## src/rtl/tfc_pkg.sv

```systemverilog
// package of register map, field layout and timing constants for tx frame control
package tfc_pkg;
  // ==========================================================================
  // register map (byte addresses)
  localparam logic [7:0] ADDR_TX_FRAME_CTRL_LOW = 8'h24;
  localparam logic [7:0] ADDR_TX_FRAME_CTRL_HIGH = 8'h28;
  localparam logic [7:0] ADDR_DELAYED_ACTION_TIME = 8'h2c;
  localparam logic [7:0] ADDR_COMMAND = 8'h40;
  localparam logic [7:0] ADDR_STATUS = 8'h44;
  localparam logic [7:0] ADDR_TX_STAMP = 8'h48;
  localparam logic [7:0] ADDR_RX_STAMP = 8'h4c;
  localparam logic [7:0] ADDR_SYS_TIME = 8'h50;
  localparam logic [7:0] ADDR_INDEX_LOAD = 8'h60;
  // ==========================================================================
  // field layout
  localparam int FRAME_LEN_LSB = 0;
  localparam int FRAME_LEN_W = 10;
  localparam int COARSE_CODE_LSB = 12;
  localparam int COARSE_CODE_W = 4;
  localparam int START_INDEX_LSB = 16;
  localparam int START_INDEX_W = 10;
  localparam int FINE_LEN_LSB = 8;
  localparam int FINE_LEN_W = 8;
  localparam logic [9:0] INDEX_WORKAROUND_LIMIT = 10'h07f;
  localparam logic [9:0] INDEX_WORKAROUND_OFFSET = 10'h080;
  localparam logic [9:0] CRC_OCTETS = 10'h002;
  localparam int FINE_UNIT_SHIFT = 3;
  // ==========================================================================
  // reset values
  localparam logic [31:0] RESET_LOW = 32'h0000_0000;
  localparam logic [31:0] RESET_HIGH = 32'h0000_0000;
  localparam logic [31:0] RESET_TIME = 32'h0000_0000;
  // ==========================================================================
  // commands
  typedef enum logic [3:0] {
    CMD_NONE = 4'h0,
    CMD_DELAYED_SEND = 4'h1,
    CMD_DELAYED_SEND_AFTER_TX_STAMP = 4'h2,
    CMD_DELAYED_SEND_AFTER_RX_STAMP = 4'h3,
    CMD_DELAYED_SEND_THEN_LISTEN = 4'h4,
    CMD_DELAYED_SEND_TX_STAMP_THEN_LISTEN = 4'h5,
    CMD_DELAYED_SEND_RX_STAMP_THEN_LISTEN = 4'h6,
    CMD_DELAYED_LISTEN_AFTER_TX_STAMP = 4'h7,
    CMD_DELAYED_LISTEN_AFTER_RX_STAMP = 4'h8
  } tfc_cmd_e;
  // ==========================================================================
  // timing: system time counts at half of the 499.2 MHz fundamental
  localparam real TIME_UNIT_NS = 4.006410;
  localparam real SYMBOL_16M_NS = 993.59;
  localparam real SYMBOL_64M_NS = 1017.63;
  localparam real CLK_NS = 20.0;
  localparam int TIME_STEP_PER_CLK = int'(CLK_NS / TIME_UNIT_NS);
  localparam int SYMBOL_16M_CYC = int'($floor(SYMBOL_16M_NS / CLK_NS));
  localparam int SYMBOL_64M_CYC = int'($floor(SYMBOL_64M_NS / CLK_NS));
endpackage

```

## src/rtl/tfc_ctrl_if.sv

```systemverilog
// interface carrying a resolved transmit job from the register bank to the sender
`timescale 1ns/10ps
interface tfc_ctrl_if;
  logic start;
  logic [9:0] start_index;
  logic [9:0] octet_count;
  logic [11:0] preamble_symbols;
  logic prf_64m;
  logic busy;
  logic done;
  modport bank(output start, output start_index, output octet_count,
    output preamble_symbols, output prf_64m, input busy, input done);
  modport sender(input start, input start_index, input octet_count,
    input preamble_symbols, input prf_64m, output busy, output done);
endinterface

```

## src/rtl/tfc_sender.sv

```systemverilog
// paces preamble symbols and buffer octets for one transmit job
`timescale 1ns/10ps
module tfc_sender
  import tfc_pkg::*;
(
  // clock and reset
  input wire logic clk,
  input wire logic reset_n,
  // job
  tfc_ctrl_if.sender job,
  // buffer read side
  output logic [9:0] buf_addr,
  output logic buf_read,
  output logic in_preamble
);
  typedef enum logic [1:0] {ST_IDLE, ST_PREAMBLE, ST_DATA} tfc_send_e;
  tfc_send_e state;
  logic [11:0] symbols_left;
  logic [9:0] octets_left;
  logic [9:0] sym_timer;
  logic prf_64m;

  // ==========================================================================
  // sequencing
  always_ff @(posedge clk or negedge reset_n) begin
    if (!reset_n) begin
      state <= ST_IDLE;
      symbols_left <= 12'h000;
      octets_left <= 10'h000;
      sym_timer <= 10'h000;
      buf_addr <= 10'h000;
      buf_read <= 1'b0;
      prf_64m <= 1'b0;
      job.done <= 1'b0;
    end else begin
      buf_read <= 1'b0;
      job.done <= 1'b0;
      case (state)
        ST_IDLE: begin
          if (job.start) begin
            state <= ST_PREAMBLE;
            symbols_left <= job.preamble_symbols;
            octets_left <= job.octet_count;
            buf_addr <= job.start_index;
            prf_64m <= job.prf_64m;
            sym_timer <= 10'h000;
          end
        end
        ST_PREAMBLE: begin
          // symbol length differs with pulse repetition setting
          if (sym_timer == (prf_64m ? 10'(SYMBOL_64M_CYC - 1) : 10'(SYMBOL_16M_CYC - 1))) begin
            sym_timer <= 10'h000;
            if (symbols_left <= 12'h001) begin
              state <= ST_DATA;
            end
            symbols_left <= symbols_left - 12'h001;
          end else begin
            sym_timer <= sym_timer + 10'h001;
          end
        end
        ST_DATA: begin
          if (octets_left == 10'h000) begin
            state <= ST_IDLE;
            job.done <= 1'b1;
          end else begin
            buf_read <= 1'b1;
            if (buf_read) begin
              buf_addr <= buf_addr + 10'h001;
            end
            octets_left <= octets_left - 10'h001;
          end
        end
        default: state <= ST_IDLE;
      endcase
    end
  end

  assign job.busy = (state != ST_IDLE);
  assign in_preamble = (state == ST_PREAMBLE);
endmodule

```

## src/rtl/tfc_top.sv

```systemverilog
// transmit frame control and delayed action time register bank
//
// Implementation choice: the plain strobed port.
`timescale 1ns/10ps
module tfc_top
  import tfc_pkg::*;
(
  // clock and reset
  input wire logic REF_CLK,
  input wire logic RESET_N,
  // register port
  input wire logic [7:0] ADDR,
  input wire logic [31:0] WDATA,
  input wire logic WRITE,
  input wire logic READ,
  output logic [31:0] RDATA,
  // radio side events (asynchronous)
  input wire logic TX_STAMP_EVENT,
  input wire logic RX_STAMP_EVENT,
  input wire logic PRF_64M,
  // radio enables and buffer read
  output logic TX_ENABLE,
  output logic RX_ENABLE,
  output logic PREAMBLE_ON,
  output logic BUF_READ,
  output logic [9:0] BUF_ADDR
);
  logic [31:0] frame_ctrl_low;
  logic [31:0] frame_ctrl_high;
  logic [31:0] delayed_action_time;
  logic [31:0] sys_time;
  logic [31:0] tx_stamp;
  logic [31:0] rx_stamp;
  logic [31:0] target_time;
  logic [9:0] tx_buffer_start_index;
  logic [1:0] tx_sync;
  logic [1:0] rx_sync;
  logic [1:0] prf_sync;
  logic tx_seen;
  logic rx_seen;
  logic listen_after;
  logic pend_send;
  logic pend_listen;
  logic sent_flag;
  logic buf_read_w;
  logic [9:0] buf_addr_w;
  logic preamble_w;
  logic cmd_write;
  logic target_hit;
  tfc_ctrl_if job();

  // ==========================================================================
  // helpers
  function automatic logic [11:0] preamble_len(input logic [7:0] fine,
                                               input logic [3:0] coarse);
    logic [11:0] r;
    r = 12'h040;
    if (fine != 8'h00) begin
      r = 12'({4'h0, fine} + 12'h001) << FINE_UNIT_SHIFT;
    end else begin
      case (coarse)
        4'h1: r = 12'h040;
        4'h2: r = 12'h400;
        4'h3: r = 12'hfff;
        4'h4: r = 12'h020;
        4'h5: r = 12'h080;
        4'h6: r = 12'h600;
        4'h9: r = 12'h100;
        4'ha: r = 12'h800;
        4'hd: r = 12'h200;
        default: r = 12'h040;
      endcase
    end
    return r;
  endfunction

  function automatic logic reached(input logic [31:0] now, input logic [31:0] tgt);
    logic [31:0] d;
    d = (now & 32'hffff_fffe) - (tgt & 32'hffff_fffe);
    return ~d[31];
  endfunction

  function automatic logic [9:0] corrected_index(input logic [9:0] raw);
    logic [9:0] r;
    r = raw;
    if (raw > INDEX_WORKAROUND_LIMIT) begin
      r = raw - INDEX_WORKAROUND_OFFSET;
    end
    return r;
  endfunction

  function automatic logic [9:0] payload_octets(input logic [9:0] frame_len);
    logic [9:0] r;
    r = 10'h000;
    if (frame_len > CRC_OCTETS) begin
      r = frame_len - CRC_OCTETS;
    end
    return r;
  endfunction

  // ==========================================================================
  // input synchronisers
  always_ff @(posedge REF_CLK or negedge RESET_N) begin
    if (!RESET_N) begin
      tx_sync <= 2'b00;
      rx_sync <= 2'b00;
      prf_sync <= 2'b00;
      tx_seen <= 1'b0;
      rx_seen <= 1'b0;
    end else begin
      tx_sync <= {tx_sync[0], TX_STAMP_EVENT};
      rx_sync <= {rx_sync[0], RX_STAMP_EVENT};
      prf_sync <= {prf_sync[0], PRF_64M};
      tx_seen <= tx_sync[1];
      rx_seen <= rx_sync[1];
    end
  end

  // ==========================================================================
  // system time, about 4 ns per count
  always_ff @(posedge REF_CLK or negedge RESET_N) begin
    if (!RESET_N) begin
      sys_time <= 32'h0000_0000;
    end else begin
      sys_time <= sys_time + 32'(TIME_STEP_PER_CLK);
    end
  end

  // ==========================================================================
  // stamps latched on rising event edges
  always_ff @(posedge REF_CLK or negedge RESET_N) begin
    if (!RESET_N) begin
      tx_stamp <= 32'h0000_0000;
      rx_stamp <= 32'h0000_0000;
    end else begin
      if (tx_sync[1] && !tx_seen) begin
        tx_stamp <= sys_time;
      end
      if (rx_sync[1] && !rx_seen) begin
        rx_stamp <= sys_time;
      end
    end
  end

  // ==========================================================================
  // register writes
  always_ff @(posedge REF_CLK or negedge RESET_N) begin
    if (!RESET_N) begin
      frame_ctrl_low <= RESET_LOW;
      frame_ctrl_high <= RESET_HIGH;
      delayed_action_time <= RESET_TIME;
    end else if (WRITE) begin
      if (ADDR == ADDR_TX_FRAME_CTRL_LOW) begin
        frame_ctrl_low <= WDATA;
      end else if (ADDR == ADDR_TX_FRAME_CTRL_HIGH) begin
        frame_ctrl_high <= WDATA & 32'h0000_ff00;
      end else if (ADDR == ADDR_DELAYED_ACTION_TIME) begin
        delayed_action_time <= WDATA;
      end
    end
  end

  // ==========================================================================
  // start index loaded on read of the index-load address
  always_ff @(posedge REF_CLK or negedge RESET_N) begin
    if (!RESET_N) begin
      tx_buffer_start_index <= 10'h000;
    end else if (READ && ADDR == ADDR_INDEX_LOAD) begin
      tx_buffer_start_index <=
        corrected_index(frame_ctrl_low[START_INDEX_LSB +: START_INDEX_W]);
    end
  end

  // ==========================================================================
  // command strobe and target reach, shared by several processes
  always_comb begin
    cmd_write = WRITE && (ADDR == ADDR_COMMAND);
    target_hit = reached(sys_time, target_time);
  end

  // ==========================================================================
  // delayed commands
  always_ff @(posedge REF_CLK or negedge RESET_N) begin
    if (!RESET_N) begin
      pend_send <= 1'b0;
      pend_listen <= 1'b0;
      listen_after <= 1'b0;
      target_time <= 32'h0000_0000;
      sent_flag <= 1'b0;
    end else begin
      // a start still in flight counts as busy
      if (cmd_write && !pend_send && !pend_listen && !job.busy && !job.start) begin
        case (tfc_cmd_e'(WDATA[3:0]))
          CMD_DELAYED_SEND, CMD_DELAYED_SEND_THEN_LISTEN: begin
            pend_send <= 1'b1;
            target_time <= delayed_action_time;
            listen_after <= (WDATA[3:0] == CMD_DELAYED_SEND_THEN_LISTEN);
          end
          CMD_DELAYED_SEND_AFTER_TX_STAMP, CMD_DELAYED_SEND_TX_STAMP_THEN_LISTEN: begin
            pend_send <= 1'b1;
            target_time <= tx_stamp + delayed_action_time;
            listen_after <= (WDATA[3:0] == CMD_DELAYED_SEND_TX_STAMP_THEN_LISTEN);
          end
          CMD_DELAYED_SEND_AFTER_RX_STAMP, CMD_DELAYED_SEND_RX_STAMP_THEN_LISTEN: begin
            pend_send <= 1'b1;
            target_time <= rx_stamp + delayed_action_time;
            listen_after <= (WDATA[3:0] == CMD_DELAYED_SEND_RX_STAMP_THEN_LISTEN);
          end
          CMD_DELAYED_LISTEN_AFTER_TX_STAMP: begin
            pend_listen <= 1'b1;
            target_time <= tx_stamp + delayed_action_time;
          end
          CMD_DELAYED_LISTEN_AFTER_RX_STAMP: begin
            pend_listen <= 1'b1;
            target_time <= rx_stamp + delayed_action_time;
          end
          default: begin
          end
        endcase
      end else if (pend_send && target_hit) begin
        pend_send <= 1'b0;
        sent_flag <= 1'b1;
      end else if (pend_listen && target_hit) begin
        pend_listen <= 1'b0;
      end else begin
        sent_flag <= 1'b0;
      end
    end
  end

  // ==========================================================================
  // job to sender
  always_ff @(posedge REF_CLK or negedge RESET_N) begin
    if (!RESET_N) begin
      job.start <= 1'b0;
      job.start_index <= 10'h000;
      job.octet_count <= 10'h000;
      job.preamble_symbols <= 12'h000;
      job.prf_64m <= 1'b0;
    end else begin
      job.start <= pend_send && target_hit;
      job.start_index <= tx_buffer_start_index;
      // two crc octets are generated, not read
      job.octet_count <= payload_octets(frame_ctrl_low[FRAME_LEN_LSB +: FRAME_LEN_W]);
      job.preamble_symbols <= preamble_len(frame_ctrl_high[FINE_LEN_LSB +: FINE_LEN_W],
        frame_ctrl_low[COARSE_CODE_LSB +: COARSE_CODE_W]);
      job.prf_64m <= prf_sync[1];
    end
  end

  // ==========================================================================
  // elaboration checks on the field layout and the system time step
  if (START_INDEX_W != $bits(BUF_ADDR)) begin : g_index_width_check
    $error("start index width must match the buffer address");
  end
  if (START_INDEX_LSB + START_INDEX_W > 32) begin : g_index_check
    $error("start index field does not fit the control word");
  end
  if (FRAME_LEN_LSB + FRAME_LEN_W > 32) begin : g_length_check
    $error("frame length field does not fit the control word");
  end
  if (FINE_LEN_LSB + FINE_LEN_W > 32) begin : g_fine_check
    $error("fine length field does not fit the control word");
  end
  if (TIME_STEP_PER_CLK < 1) begin : g_step_check
    $error("system time step per clock must be at least one");
  end

  tfc_sender u_sender (
    .clk(REF_CLK),
    .reset_n(RESET_N),
    .job(job),
    .buf_addr(buf_addr_w),
    .buf_read(buf_read_w),
    .in_preamble(preamble_w)
  );

  // ==========================================================================
  // enables and outputs
  always_ff @(posedge REF_CLK or negedge RESET_N) begin
    if (!RESET_N) begin
      TX_ENABLE <= 1'b0;
      RX_ENABLE <= 1'b0;
      PREAMBLE_ON <= 1'b0;
      BUF_READ <= 1'b0;
      BUF_ADDR <= 10'h000;
    end else begin
      TX_ENABLE <= job.busy || job.start;
      if (pend_listen && target_hit) begin
        RX_ENABLE <= 1'b1;
      end else if (job.done && listen_after) begin
        RX_ENABLE <= 1'b1;
      end else if (cmd_write && WDATA[3:0] == CMD_NONE) begin
        RX_ENABLE <= 1'b0;
      end
      PREAMBLE_ON <= preamble_w;
      BUF_READ <= buf_read_w;
      BUF_ADDR <= buf_addr_w;
    end
  end

  // ==========================================================================
  // register reads
  always_ff @(posedge REF_CLK or negedge RESET_N) begin
    if (!RESET_N) begin
      RDATA <= 32'h0000_0000;
    end else if (READ) begin
      if (ADDR == ADDR_TX_FRAME_CTRL_LOW) begin
        RDATA <= frame_ctrl_low;
      end else if (ADDR == ADDR_TX_FRAME_CTRL_HIGH) begin
        RDATA <= frame_ctrl_high;
      end else if (ADDR == ADDR_DELAYED_ACTION_TIME) begin
        RDATA <= delayed_action_time;
      end else if (ADDR == ADDR_STATUS) begin
        RDATA <= {26'h0, sent_flag, job.busy, RX_ENABLE, listen_after, pend_listen, pend_send};
      end else if (ADDR == ADDR_TX_STAMP) begin
        RDATA <= tx_stamp;
      end else if (ADDR == ADDR_RX_STAMP) begin
        RDATA <= rx_stamp;
      end else if (ADDR == ADDR_SYS_TIME) begin
        RDATA <= sys_time;
      end else if (ADDR == ADDR_INDEX_LOAD) begin
        RDATA <= {22'h0, tx_buffer_start_index};
      end else begin
        RDATA <= 32'h0000_0000;
      end
    end else begin
      RDATA <= 32'h0000_0000;
    end
  end
endmodule

```

## config.mk

```make
export PLATFORM = sky130hd
export DESIGN_NAME = tfc_top
export DESIGN_NICKNAME = d
export VERILOG_FILES = /design/src/rtl/tfc_pkg.sv /design/src/rtl/tfc_ctrl_if.sv /design/src/rtl/tfc_sender.sv /design/src/rtl/tfc_top.sv
export SDC_FILE = /design/constraint.sdc
export NUM_CORES = 1
export LEC_CHECK = 0
export BUFFER_PORTS_ARGS = -buffer_cell sky130_fd_sc_hd__buf_2
export CORE_MARGIN = 8
export CORE_UTILIZATION = 55
export CTS_CLUSTER_DIAMETER = 150
export DETAILED_ROUTE_END_ITERATION = 8
export PLACE_DENSITY_LB_ADDON = 0.2
export SLEW_MARGIN = 5
export SYNTH_ARGS = -nofsm -noshare
export SYNTH_HDL_FRONTEND = slang
export SYNTH_SLANG_ARGS = --single-unit
export TNS_END_PERCENT = 10
```

## constraint.sdc

```tcl
create_clock -name REF_CLK -period 4.25 [get_ports REF_CLK]
set_input_delay 0.85 -clock REF_CLK [delete_from_list [all_inputs] [get_ports REF_CLK]]
set_output_delay 0.85 -clock REF_CLK [all_outputs]
set_load 0.01 [all_outputs]
```

==> results of run 1 <==
-- registers in the layout, indices dropped and copies added (netlist names), 8 cells and up --
signal / count
tx_stamp: 32
u_sender.octets_left: 10
job.preamble_symbols: 10
frame_ctrl_low: 32
u_sender.symbols_left: 12
delayed_action_time: 32
job.start_index: 10
BUF_ADDR: 10
u_sender.sym_timer: 10
frame_ctrl_high: 8
sys_time: 32
job.octet_count: 10
tx_buffer_start_index: 10
target_time: 31
u_sender.buf_addr: 10
RDATA: 32
rx_stamp: 32
-- critical path: stages --
cell,delay (ns)
buf_2,0.10
or4b_1,0.57
o31a_4,0.23
buf_4,0.18
mux2_2,0.28
ha_1,0.31
nand4_1,0.09
inv_1,0.06
and2_1,0.14
a311oi_2,0.34
o21ai_2,0.18
a21bo_2,0.25
a211oi_2,0.27
mux2i_1,0.23
a31oi_1,0.10
-- cells by family after synthesis --
group,Yosys count,synth area share (%)
AND/OR/NAND/NOR,431,11.6
XOR/XNOR,70,3.45
adder cells (fa/ha/maj),77,5.47
AO/OA/AOI/OAI,446,16.3
multiplexers,178,11.2
buffers and inverters,151,3.28
flip-flops,346,48.7
-- metrics by stage --
step	total power [mW]	cells	worst slack (ns)	cell area, um2	setup TNS [ns]
2_1_floorplan	4.32	1699	0.0130	17900	0
3_3_place_gp	4.62	2191	-0.0571	19100	-0.0571
3_5_place_dp	4.66	2191	-0.0821	19100	-0.352
4_1_cts	8.03	2256	0.471	20400	0
5_1_grt	8.31	2256	0.164	20400	0
6_report	7.98	2257	0.464	20400	0
-- cells in the final DEF (no fill, tap or decap), drive strengths merged, types with 8 or more instances in the layout --
cell,count
a21oi,132
o21ai,117
ha,76
mux2i,9
nor4,13
nand3,43
and2,8
nand2,152
nor2b,10
dfrtp,346
clkbuf,53
nor2,81
nor3,29
or3,13
xor2,23
a221oi,11
nand4,16
nand2b,20
o31ai,15
buf,166
a31oi,20
xnor2,47
mux2,169
a22oi,36
a222oi,25
a21o,27
and3,23
inv,69
-- power groups by stage --
stage,sequential [mW],clock [mW],combinational (mW)
2_1_floorplan,3.71,0,0.614
3_3_place_gp,3.77,0,0.850
3_5_place_dp,3.78,0,0.880
4_1_cts,3.72,3.42,0.887
5_1_grt,3.76,3.55,0.999
6_report,3.73,3.36,0.883
-- final cells by class --
type	count	area, um2
timing repair buffer	166	1060
clock buffer	53	1120
tap	408	510
inverter	69	259
sequential	346	8660
multi-input combinational	1202	8630
fill	2565	11800
antenna	1	2.50
clock inverter	12	163
-- final timing paths --
check,startpoint,to,slack [ns]
worst max register to register,rx_stamp[0],target_time[30],0.73
min in group REF_CLK,tx_sync[0],tx_sync[1],0.35
worst min-delay path,RESET_N,u_sender.octets_left[1],0.35
worst max-delay path,WDATA[1],target_time[28],0.46
worst min register to register,tx_sync[0],tx_sync[1],0.35
max in group asynchronous,RESET_N,delayed_action_time[21],2.90
-- per-layer routing --
metal  wire [um]  GRT usage, %  up-vias
met5           0             0        -
li1            -             -     6438
met3        2410          3.20       70
met2       21900          39.8      393
met4         997          6.60        0
met1       20700          32.7     6941
==> key figures, run 1 <==
Drt
  – WL/cell: 20.4 um
  – Via density: 6.13
  – Vias post-DR: 13800
  – DRT iter0 DRCs: 1002
  – # DRC: 0
  – Antenna-violating nets left: 0
  – Routed WL: 46.1 mm
  – First-pass DRT Iterations: 6

Clock network
  – CTS sink count: 346
  – Clock Latency Late Sink: 0.53 ns
  – # resized after CTS: 0
  – Clock Path Buffers: 3
  – H-tree Lvls: 2
  – Cts bufs inserted: 39
  – Clk root buf: clkbuf_16
  – Post-CTS setup buffer count: 0
  – Clock slew at reported path FFs: 0.06 ns
  – Post-CTS Hold Buffers: 0
  – CTS tree: built

Final layout
  – Final #Nets: 1948
  – Post-layout util: 63.4%
  – Area delta synth->final: 14.9%
  – Share of layout cells above drive strength 1: 23.2%

Synthesis
  – Ys Warns: 0
  – Synth Net Count: 1823
  – Seq/Total Area, Yosys: 48.7%
  – Main area contributors after synthesis: dfrtp_1 (49%), mux2_2 (11%), ha_1 (5.4%)
  – FFs w/ async S/R, synth: 100%
  – Post-Syn Area: 17800 um2
  – Mean area per synthesized cell: 10.5 um2
  – Most frequent cell after synthesis: dfrtp_1
  – Top cells by count, synth: dfrtp_1 (346), mux2_2 (169), nand2_1 (152)
  – Synthesized instance count: 1699
  – Register bit total from synthesis: 346
  – Synth Flop Type: dfrtp_1
  – Post-synth EDFFs: 0
  – Area share of the largest cell type after synthesis: 48.7%
  – Synth area leader: dfrtp_1
  – Synth unique cells: 75

Setup path
  – WS Path Type: input port to register
  – Critical path arrival: 4.19 ns
  – WP data required: 4.66 ns
  – Startpoint types: input port
  – CP max FO: 15
  – R2R depth: 14
  – Worst Setup End Kind: register

STA
  – Final hold vios: 0
  – Worst slew pin tran: 1.03 ns
  – RSZ-0062 raised after global routing: false
  – F_max: 264 MHz
  – Relative slew slack: 30.6%
  – Final Cycle Share: 89.1%
  – Hold slack: 0.348 ns
  – Tmin final: 3.79 ns
  – Setup violators final: 0
  – Worst Skew: 0.0179 ns
  – Max-slew violations: 0

Floorplanning
  – Die W: 196 um
  – Row count: 66
  – Chip height: 196 um
  – Core Region: 32200 um2
  – IO Count: 93
  – Starting density of the core: 55.2%
  – Total die area: 38300 um2

Worst hold path
  – Worst hold path type: input port to async pin

GRT
  – Vias in the first global route: 14000
  – First-pass GRT wire length: 75.2 mm
  – Total global routing overflow: 0
  – Initial antenna violation count: 0
  – Largest net degree at the start of global routing: 100
  – Overall Global Routing Usage: 24.0%

Power and ir drop
  – Sw Pwr: 2.06 mW
  – Logic pwr share: 11.1%
  – Pleak: 9.78 nW
  – Pwr dens: 391 nW/um2
  – Maximum vdd drop: 278 uV
  – Sequential Power Share: 46.8%
  – Clock share of power: 42.2%
  – Int Pwr: 5.91 mW
  – Sw frac: 25.9%

Placed design
  – Port-buffer cells: 92
  – DP HPWL: 32.4 mm
  – Global placement routability congestion: 0.929

Job
  – Max-cap violations: 0

Status
  – Status: completed
(Power assumes the default switching activity.)
==> inputs of run 2 (changes only) <==
--- a/config.mk
+++ b/config.mk
@@ -5,6 +5,7 @@
 export SDC_FILE = /design/constraint.sdc
 export NUM_CORES = 1
 export LEC_CHECK = 0
+export ABC_AREA = 1
 export BUFFER_PORTS_ARGS = -buffer_cell sky130_fd_sc_hd__buf_2
 export CORE_MARGIN = 8
 export CORE_UTILIZATION = 55
==> key figures, run 2 <==
Final layout
  – Final #Nets: 2441 (+25%)
  – Share of layout cells above drive strength 1: 11.2% (-12 points)
  – Most common cell after layout, fill and taps aside: nand2_1
  – Area delta synth->final: 12.0%
  – Non-Filler Instances: 2792 (+24%)
  – Most frequent cells in the layout: nand2_1 (460), dfrtp_1 (346), inv_1 (286), o21ai_0 (265)
  – ANT cells: 0 (-1)

Synthesis
  – Most frequent cell after synthesis: nand2_1
  – Area share of the largest cell type after synthesis: 46.7% (-2.0 points)
  – Synth Flop Type: dfrtp_1
  – Synth unique cells: 66 (-12%)
  – Post-synth EDFFs: 0 (unchanged)
  – Post-Syn Area: 18500 um2 (+4.3%)
  – Main area contributors after synthesis: dfrtp_1 (47%), nand2_1 (9.4%), o21ai_0 (7.2%)
  – Seq/Total Area, Yosys: 46.7% (-2.0 points)
  – Synthesized instance count: 2234 (+31%)
  – Synth Net Count: 2358 (+29%)
  – Top cells by count, synth: nand2_1 (463), dfrtp_1 (346), inv_1 (286)
  – Ys Warns: 0 (unchanged)
  – Mean area per synthesized cell: 8.29 um2 (-21%)
  – FFs w/ async S/R, synth: 100% (unchanged)
  – Register bit total from synthesis: 346 (unchanged)
  – Synth area leader: dfrtp_1

Drt
  – Antenna-violating nets left: 0 (unchanged)
  – Routed WL: 56.5 mm (+23%)
  – WL/cell: 20.2 um (-0.88%)
  – Via density: 5.76 (-6.1%)
  – First-pass DRT Iterations: 7 (+1)
  – DRT iter0 DRCs: 1311 (+31%)
  – # DRC: 0 (unchanged)
  – Vias post-DR: 16100 (+16%)

Setup path
  – Worst Setup End Kind: register
  – WS Path Type: input port to register
  – CP max FO: 41 (+26)
  – Startpoint types: input port
  – Critical path's top delay family: simple AND/OR/NAND/NOR gates
  – WP data required: 4.66 ns (about the same)
  – Critical path arrival: 4.07 ns (-0.12 ns)
  – Critical-path top delay cell: ha_1
  – CP Cell Sequence: buf_2, nor2_1, nand2_1, nand3_2, buf_12, mux2_2, ha_1, nand2_1, nor2_1, inv_1, nor2_1, nand4_1, nand3_1, nand2_1, o21ai_1, nand2_1
  – Buf/Inv on CP: 3 (unchanged)
  – Most used cell, CP: nand2_1
  – CP peak stage delay: 0.41 ns (-0.16 ns)

Worst hold path
  – Worst hold path type: register to register

Placed design
  – Setup WS pre-CTS: 0.153 ns (+0.235 ns)
  – Placed Cells: 2724 (+24%)
  – DP HPWL: 42.9 mm (+32%)
  – Port-buffer cells: 92 (unchanged)
  – Global placement routability congestion: 0.970 (+4.5%)

Clock network
  – Clk root buf: clkbuf_16
  – Cts bufs inserted: 39 (unchanged)
  – Post-CTS Hold Buffers: 0 (unchanged)
  – Clock Latency Late Sink: 0.55 ns (+0.02 ns)
  – CTS sink count: 346 (unchanged)
  – Clock Path Buffers: 3 (unchanged)
  – Clock slew at reported path FFs: 0.06 ns (about the same)
  – CTS tree: built
  – # resized after CTS: 0 (unchanged)
  – Post-CTS setup buffer count: 0 (unchanged)
  – H-tree Lvls: 2 (unchanged)

Power and ir drop
  – Pleak: 10.4 nW (+5.9%)
  – Pwr dens: 354 nW/um2 (-9.3%)
  – Maximum vdd drop: 263 uV (-5.5%)
  – Power Total: 7.35 mW (-7.8%)

Floorplanning
  – Total die area: 39800 um2 (+3.9%)
  – Core Region: 33400 um2 (+3.6%)
  – Die W: 200 um (+1.9%)
  – IO Count: 93 (unchanged)
  – Chip height: 200 um (+1.9%)
  – Row count: 67 (+1.5%)
  – Starting density of the core: 55.5% (+0.36 points)

STA
  – Setup TNS: 0 ns (unchanged)
  – Worst Skew: 0.0260 ns (+0.00807 ns)
  – F_max: 273 MHz (+3.4%)
  – Hold slack: 0.348 ns (-0.000640 ns)
  – Relative slew slack: 24.1% (-6.6 points)
  – Final hold vios: 0 (unchanged)
  – Worst slew pin tran: 1.13 ns (+0.105 ns)
  – Tmin final: 3.66 ns (-0.123 ns)
  – Max-slew violations: 0 (unchanged)
  – RSZ-0062 raised after global routing: false
  – Worst setup margin: 0.588 ns (+0.123 ns)
  – Final Cycle Share: 86.2% (-2.9 points)
  – Setup violators final: 0 (unchanged)

Status
  – Status: completed

GRT
  – Initial antenna violation count: 1 (+1)
  – Vias in the first global route: 15800 (+13%)
  – Overall Global Routing Usage: 28.7% (+4.7 points)
  – Total global routing overflow: 0 (unchanged)
  – First-pass GRT wire length: 88.1 mm (+17%)
  – Largest net degree at the start of global routing: 110 (+10%)

Job
  – Max-cap violations: 0 (unchanged)
==> run 2: power breakdown <==
part | internal [mW] | switching (mW)
sequential | 3.38 | 0.0724
combinational | 0.156 | 0.361
clock | 2.04 | 1.34
total | 5.58 | 1.77
==> run 2: path summary, 6_finish.rpt <==
check,startpoint,endpoint,slack (ns),cells after the start
worst max register to register,rx_stamp[3],target_time[24],1.52,15
worst min register to register,prf_sync[1],job.prf_64m,0.35,0
worst max-delay path,WDATA[3],target_time[26],0.59,16
max in group asynchronous,RESET_N,job.preamble_symbols[7],2.87,2
min in group asynchronous,RESET_N,u_sender.buf_addr[2],0.36,1
worst min-delay path,prf_sync[1],job.prf_64m,0.35,0
==> run 2: area by class of cell <==
cell class	instances	area [um2]
sequential	346	8660
timing repair buffer	116	701
clock buffer	59	1180
multi-input combinational	1510	8390
clock inverter	9	110
tap	448	561
fill	2984	12600
inverter	304	1140
==> run 2: logic make-up after synthesis <==
logic type / count (synthesis) / synth area share (%)
simple gates: 770 / 18.0
compound gates: 581 / 17.9
buf+inv: 378 / 7.98
flops: 346 / 46.7
fa+ha+maj: 77 / 5.24
xor+xnor: 65 / 3.07
mux: 17 / 1.02
==> run 2: per-layer routing <==
| metal | vias to the layer above | wire, um | track usage [%] |
|---|---|---|---|
| met5 | - | 13 | 0 |
| met4 | 2 | 2660 | 13.2 |
| met3 | 134 | 3000 | 4.24 |
| met2 | 549 | 28200 | 49.9 |
| met1 | 7798 | 22600 | 34.8 |
| li1 | 7593 | - | - |
==> run 2: metrics by stage <==
| step | cell area, um2 | util [%] |
|---|---|---|
| 5_1_grt | 20700 | 62.2 |
| 6_report | 20700 | 62.2 |
| 2_1_floorplan | 18500 | - |
| 3_3_place_gp | 19500 | 58.3 |
| 4_1_cts | 20700 | 62.2 |
| 3_5_place_dp | 19500 | 58.3 |
